`src/verilog/apo_pkg.sv`:
```
/*
 Shared constants and the sample word carrier for the converter output port.
 Assumes a single 200 MHz system clock and a synchronous active-low reset.
*/
package apo_pkg;

   // Word layout.
   localparam int unsigned WORD_W      = 12;
   localparam int unsigned TOP_IDX     = 11;
   localparam int unsigned BOTTOM_IDX  = 0;

   // Full-cycle result stages before the half-cycle output load.
   localparam int unsigned PIPE_STAGES = 3;

   // Flip-flops in each pin synchroniser.
   localparam int unsigned SYNC_STAGES = 2;

   // Pins handled by the synchroniser: sample clock, enable, format select.
   localparam int unsigned PIN_COUNT   = 3;
   localparam int unsigned PIN_CLK     = 0;
   localparam int unsigned PIN_OE_N    = 1;
   localparam int unsigned PIN_FLIP    = 2;

   // Reset values. A low level stands for an unconnected, pulled-down pin.
   localparam logic [PIN_COUNT-1:0] PIN_RESET = 3'h0;
   localparam logic                 BIT_RESET = 1'h0;

   typedef struct packed {
      logic                sample_word_top_bit;
      logic [TOP_IDX-1:0]  lower_bits;
   } apo_word_s;

   localparam apo_word_s WORD_RESET = 12'h000;

endpackage

```
`src/verilog/apo_pin_sync.sv`:
```
/*
 Two-flip-flop synchroniser for a group of asynchronous pins.
 Assumes the pins are levels that stay stable for many system clocks.
*/
`timescale 1ns/100ps
module apo_pin_sync (
   // Clock and reset.
   input  wire logic                          clk,
   input  wire logic                          rstn,
   // Asynchronous pin levels.
   input  wire logic [apo_pkg::PIN_COUNT-1:0] pin_async,
   // Levels in the clock domain.
   output logic      [apo_pkg::PIN_COUNT-1:0] pin_sync
);

   logic [apo_pkg::PIN_COUNT-1:0] meta_reg;
   logic [apo_pkg::PIN_COUNT-1:0] meta_next;
   logic [apo_pkg::PIN_COUNT-1:0] hold_reg;
   logic [apo_pkg::PIN_COUNT-1:0] hold_next;

   // The first stage feeds only the second stage.
   always_comb begin
      meta_next = pin_async;
      hold_next = meta_reg;
   end

   always_ff @(posedge clk) begin
      if (!rstn) begin
         meta_reg <= apo_pkg::PIN_RESET;
         hold_reg <= apo_pkg::PIN_RESET;
      end else begin
         meta_reg <= meta_next;
         hold_reg <= hold_next;
      end
   end

   assign pin_sync = hold_reg;

endmodule // apo_pin_sync

```
`src/verilog/apo_output_port.sv`:
```
/*
 Digital output port of a pipelined sampling converter: result pipeline,
 half-cycle output load, format select, three-state control and aperture.
 Assumes the conversion core offers its raw word on the system clock and
 that the sample clock pin is far slower than the system clock.
*/
`timescale 1ns/100ps
module apo_output_port (
   // System clock and reset.
   input  wire logic              clk,
   input  wire logic              rstn,
   // Pins from the outside world.
   input  wire logic              sample_clk_pin,
   input  wire logic              out_enable_n_pin,
   input  wire logic              msb_flip_select,
   // Raw result from the conversion core.
   input  wire apo_pkg::apo_word_s raw_word,
   // Parallel data port and its shared output enable.
   output apo_pkg::apo_word_s     sample_word,
   output logic                   sample_word_oe,
   // Sample point and sample event.
   output logic                   aperture,
   output logic                   sample_taken
);

   logic [apo_pkg::PIN_COUNT-1:0] pin_sync;

   // Pins come from outside the clock domain.
   apo_pin_sync u_sync (
      .clk       (clk),
      .rstn      (rstn),
      .pin_async ({msb_flip_select, out_enable_n_pin, sample_clk_pin}),
      .pin_sync  (pin_sync)
   );

   logic clk_level;
   logic oe_n_level;
   logic flip_level;

   assign clk_level  = pin_sync[apo_pkg::PIN_CLK];
   assign oe_n_level = pin_sync[apo_pkg::PIN_OE_N];
   assign flip_level = pin_sync[apo_pkg::PIN_FLIP];

   // Edge detection on the synchronised sample clock.
   logic clk_prev_reg;
   logic clk_prev_next;
   logic rise;
   logic fall;

   assign rise = clk_level & ~clk_prev_reg;
   assign fall = ~clk_level & clk_prev_reg;

   always_comb begin
      clk_prev_next = clk_level;
   end

   always_ff @(posedge clk) begin
      if (!rstn) begin
         clk_prev_reg <= apo_pkg::BIT_RESET;
      end else begin
         clk_prev_reg <= clk_prev_next;
      end
   end

   // Result pipeline, shifted on each rising sample edge.
   apo_pkg::apo_word_s stage_reg  [apo_pkg::PIPE_STAGES];
   apo_pkg::apo_word_s stage_next [apo_pkg::PIPE_STAGES];

   always_comb begin
      stage_next[0] = rise ? raw_word : stage_reg[0];
   end

   genvar gi;
   generate
      for (gi = 1; gi < apo_pkg::PIPE_STAGES; gi++) begin : g_pipe
         always_comb begin
            stage_next[gi] = rise ? stage_reg[gi-1] : stage_reg[gi];
         end
      end
      for (gi = 0; gi < apo_pkg::PIPE_STAGES; gi++) begin : g_pipe_ff
         always_ff @(posedge clk) begin
            if (!rstn) begin
               stage_reg[gi] <= apo_pkg::WORD_RESET;
            end else begin
               stage_reg[gi] <= stage_next[gi];
            end
         end
      end
   endgenerate

   // Format select is applied as the word leaves the pipeline.
   function automatic apo_pkg::apo_word_s format_word(input apo_pkg::apo_word_s w,
                                                      input logic flip);
      apo_pkg::apo_word_s f;
      f = w;
      f.sample_word_top_bit = w.sample_word_top_bit ^ flip;
      return f;
   endfunction

   // Output register loads on the falling edge, half a cycle after the
   // last shift, which gives the 2.5 cycle latency from the sample edge.
   apo_pkg::apo_word_s out_reg;
   apo_pkg::apo_word_s out_next;
   logic               oe_reg;
   logic               oe_next;
   logic               aperture_reg;
   logic               aperture_next;
   logic               taken_reg;
   logic               taken_next;

   always_comb begin
      out_next      = out_reg;
      if (fall) begin
         out_next = format_word(stage_reg[apo_pkg::PIPE_STAGES-1], flip_level);
      end
      // A pulled-down enable resets to low, so the port drives by default.
      oe_next       = ~oe_n_level;
      aperture_next = clk_level;
      taken_next    = rise;
   end

   always_ff @(posedge clk) begin
      if (!rstn) begin
         out_reg      <= apo_pkg::WORD_RESET;
         oe_reg       <= apo_pkg::BIT_RESET;
         aperture_reg <= apo_pkg::BIT_RESET;
         taken_reg    <= apo_pkg::BIT_RESET;
      end else begin
         out_reg      <= out_next;
         oe_reg       <= oe_next;
         aperture_reg <= aperture_next;
         taken_reg    <= taken_next;
      end
   end

   // The word keeps updating on each fall while three-stated, so re-enabling
   // shows the latest word at once rather than waiting for the next update.
   assign sample_word    = out_reg;
   assign sample_word_oe = oe_reg;
   assign aperture       = aperture_reg;
   assign sample_taken   = taken_reg;

endmodule // apo_output_port

```
`config.mk`:
```
export PLATFORM = sky130hd
export DESIGN_NAME = apo_output_port
export DESIGN_NICKNAME = d
export VERILOG_FILES = /design/src/verilog/apo_pkg.sv /design/src/verilog/apo_pin_sync.sv /design/src/verilog/apo_output_port.sv
export SDC_FILE = /design/constraint.sdc
export NUM_CORES = 1
export LEC_CHECK = 0
export BUFFER_PORTS_ARGS = -buffer_cell sky130_fd_sc_hd__buf_2
export CORE_MARGIN = 5
export CORE_UTILIZATION = 24
export CTS_CLUSTER_DIAMETER = 120
export CTS_CLUSTER_SIZE = 12
export DETAILED_ROUTE_END_ITERATION = 8
export SYNTH_ARGS = -nofsm -noshare
export SYNTH_HDL_FRONTEND = slang
export SYNTH_HIERARCHICAL = 1
export SYNTH_SLANG_ARGS = --single-unit
```
`constraint.sdc`:
```
create_clock -name clk -period 1.1 [get_ports clk]
set_input_delay 0.055 -clock clk [delete_from_list [all_inputs] [get_ports clk]]
set_output_delay 0.055 -clock clk [all_outputs]
set_load 0.05 [all_outputs]
```
# Word-level counts from Yosys, hierarchy flattened
# Memories as Yosys holds them, arrays and structs flattened.
# Index checks and enable logic that the tools add are counted.
# Widths: inputs -> output; s select.
# word_totals
output_inout_bits	15
memories	1
inputBits	17
ram_bits	36
ff_bits	21
word_cells	25
# op_classes
muxes	8
bitwise	9
# memory_table
name	words	width	rd	rd_ports_with_merged_regs	write_ports	line	source
stage_reg	3	12	3	0	3	apo_output_port.sv:66	apo_pkg::apo_word_s stage_reg [apo_pkg::PIPE_STAGES];
# op_table
op	n
$mux 12	6
$not 1->1	3
$or 1x1->1	3
$and 1x1->1	2
$mux 1	2
$xor 1x1->1	1

# Logic depth before layout (Yosys ltp)
# logic_depth
ltp_word	4
mapped_depth	5
ltp_nobuf	3

# Modules after synthesis
# Netlist, hierarchy kept.
# by_module_without_submodules
mod	area_per_inst_um2	cells_per_inst	n_inst	seq_area_each_um2
apo_output_port	1893.1	217	1	1021.0
apo_pin_sync	157.7	12	1	120.1

# Worst setup path before layout
# OpenSTA, ideal clock, no wires.
# synth_path
path_type	reg2reg
from	register, netlist name aperture
to	memory stage_reg[0][0] (netlist bit)
t_arrival_ps	1261
setup_slack_ps	-231
setup_ps	70
t_required_ps	1030
path_stages_with_launch	6
cell_sequence	dfxtp_1 > nand2b_1 > buf_4 > buf_4 > nand2_1 > a21boi_1
# synth_lines
item	line
end: declaration	apo_output_port.sv:66

==> flow_metrics.env <==
export IMPL_drc=0
export IMPL_num_rows=33
export IMPL_drt_iter0_markers=160
export IMPL_skew_ns=0.00554
export IMPL_grt_first_pass_wirelength_um=6580
export IMPL_die_x_um=102
export IMPL_finalHoldViolCount=0
export IMPL_worstSetupStartpointType="flip-flop"
export IMPL_drive_gt1_share_pct=25.9
export IMPL_insertedDiodeCount=0
export IMPL_hp_class="input port to flip-flop"
export IMPL_worstPathCellList="nor2b_4 > buf_12 > clkbuf_16 > nand2_1 > a21boi_1"
export IMPL_die_area_sq_mm=0.0105
export IMPL_largest_reg_flops=36
export IMPL_worstMarginPinSlew_ns=0.259
export IMPL_ir_drop_mv=0.547
export IMPL_io_pin_count=32
export IMPL_ant_nets=0
export IMPL_wl_met2_um=1890
export IMPL_postPlaceCellArea_sq_mm=0.00232
export IMPL_finalSetupViolCount=0
export IMPL_critPathTopFamily="flip-flops"
export IMPL_end_kind="flip-flop"
export IMPL_ys_ff_latch=57
export IMPL_firstDrtPassIters=5
export IMPL_fmax_ghz=0.949
export IMPL_finalCritPeriodShare_pct=95.8
export IMPL_cts_root_buf="clkbuf_8"
export IMPL_cp_slowest_cell="dfxtp_2"
export IMPL_critical_path_max_stage_delay_ns=0.35
export IMPL_top_layer_used="met4"
export IMPL_antenna_found_initial=0
export IMPL_worstSkewPairLatency_ns=0.33
export IMPL_cts_tree="done"
export IMPL_cp_startpoint="u_sync/pin_sync[0]"
export IMPL_synth_seq_area_share_pct=55.6
export IMPL_leakage_nw=1.09
export IMPL_track_usage_pct=8.19
export IMPL_area_growth_pct=39.5
export IMPL_cts_made_buffers=9
export IMPL_gr_total_overflow=0
export IMPL_syn_num_nets=246
export IMPL_slew_limit_headroom_pct=82.8
export IMPL_clk_pin_slew_ns=0.06
export IMPL_fin_crit_ns=1.05
export IMPL_rr_startpoint="u_sync/pin_sync[0]"
export IMPL_powerDensity_mw_per_mm2=1540
export IMPL_viasPerCell=3.99
export IMPL_finalSetupTns_ns=0
export IMPL_cts_max_level=3
export IMPL_path_max_fanout=9
export IMPL_die_y_um=102
export IMPL_grt_max_degree=58
export IMPL_wl_met1_um=1990
export IMPL_gp_congestion=0.687
export IMPL_netlist_instances=229
export IMPL_syn_area_per_cell_sq_um=8.96
export IMPL_synth_cell_types=15
export IMPL_cp_num_buf_inv=2
export IMPL_dp_hpwl_um=2370
export IMPL_hp_start="rstn"
export IMPL_syn_area_sq_mm=0.00205
export IMPL_rsz0062_at_grt="true"
export IMPL_vias=1562
export IMPL_fin_area_sq_mm=0.00286
export IMPL_maxCapViolCount=0
export IMPL_required_ns=1.36
export IMPL_grt_pass1_vias=1437
export IMPL_core_area_sq_mm=0.00826
export IMPL_slew_viol_final=0
export IMPL_outcome="completed"
export IMPL_ys_warnings_count=6
export IMPL_critPathKind="flip-flop to flip-flop"
export IMPL_initial_core_util_pct=24.8
export IMPL_cts_buffer_depth=2
export IMPL_drt_total_wl_um=4260
export IMPL_cts_sinks=57
export IMPL_arrival_ns=1.32
export IMPL_fin_nets=298
export IMPL_dr_wl_met3_um=268
export IMPL_drt_wirelength_per_cell_um=10.9
export IMPL_port_buffers=31
[where the power goes]
group | internal [W] | total [W] | switching, W
sequential | 0.00210 | 0.00211 | 0.0000152
clock | 0.00123 | 0.00199 | 0.000765
combinational | 0.000158 | 0.000289 | 0.000130
total | 0.00349 | 0.00440 | 0.000910
[through the flow]
stage | hold WS, ns | instances | power, W | setup WS, ns | utilization (%)
5_1_grt | 0.191 | 391 | 0.00461 | -0.0319 | 34.7
6_report | 0.190 | 391 | 0.00440 | 0.0458 | 34.7
3_3_place_gp | 0.259 | 354 | 0.00236 | 0.0674 | 28.1
4_1_cts | 0.177 | 385 | 0.00441 | 0.0140 | 32.5
2_1_floorplan | 0.177 | 229 | 0.00229 | 0.0328 | -
3_5_place_dp | 0.262 | 354 | 0.00236 | 0.0141 | 28.1
[area by class of cell]
class | instances | area (sq um)
multi-input cells | 157 | 873
clock inverters | 2 | 35.0
flip-flops and latches | 57 | 1150
repair buffers | 56 | 503
well taps | 105 | 131
clock buffers | 14 | 173
fillers | 892 | 5400
[worst paths after layout]
path                          end  slack [ns]  depth (start not counted)
setup / recovery  stage_reg[1][1]        0.05                          5
hold / removal     sample_word_oe        0.19                          3
setup reg to reg  stage_reg[1][1]        0.05                          5
hold reg to reg    sample_word_oe        0.38                          1
[placed cells by master (no fill, tap or decap)]
master,n
nand2_1,87
dfxtp_1,55
buf_2,31
a21boi_1,26
dlygate4sd3_1,15
a21boi_0,13
clkbuf_8,12
a21boi_2,8
and2_1,8
nand2_2,5
buf_12,5
clkbuf_16,3
nand2b_1,2
nand2_4,2
clkbuf_1,2
buf_6,2
and2b_2,1
nor2b_4,1
xnor2_1,1
o21ai_1,1
a21oi_1,1
nor2b_1,1
dfxtp_4,1
bufinv_16,1
clkinv_2,1
dfxtp_2,1
[worst register-to-register path: cells and delay by family, from the launching register on]
family	cells	cell delay (ns)
compound gates	1	0.12
buf+inv	2	0.30
flops	1	0.35
simple gates	2	0.22
[per-layer routing]
metal	GRT usage, %	vias to the layer above
met4	5.75	0
met5	0	-
met1	9.82	679
met3	3.41	10
li1	-	840
met2	11.8	33
[synth_stat cells]
master / number / area (sq um)
nand2_1: 94 / 353
xnor2_1: 1 / 8.76
nand2b_1: 2 / 12.5
buf_2: 1 / 5.00
a21oi_1: 1 / 5.00
o21ai_0: 1 / 5.00
buf_4: 6 / 45.0
and2_1: 8 / 50.1
nor2b_1: 2 / 12.5
dfxtp_1: 57 / 1140
buf_6: 3 / 33.8
clkbuf_1: 5 / 18.8
a21boi_1: 30 / 225
and2b_1: 1 / 7.51
a21boi_0: 17 / 128
[timing repair]
action,in CTS,in global routing
resized for setup,1,24
hold buffers,15,0
setup buffers,0,1
pin swaps,0,7
endpoints found under the setup margin,3,41
hold endpoints to repair,15,0
cloned,0,5
[logic make-up (layout without fill, tap and decap cells)]
logic type | Yosys count | in the layout | share of synthesized area, %
and+or+nand+nor | 107 | 107 | 21.2
DFF | 57 | 57 | 55.6
AOI/OAI and AO/OA | 49 | 49 | 17.7
buffers and inverters | 15 | 72 | 5.00
xor gates and xnor gates | 1 | 1 | 0.427
Note: power is estimated with default switching activity, not from simulation.
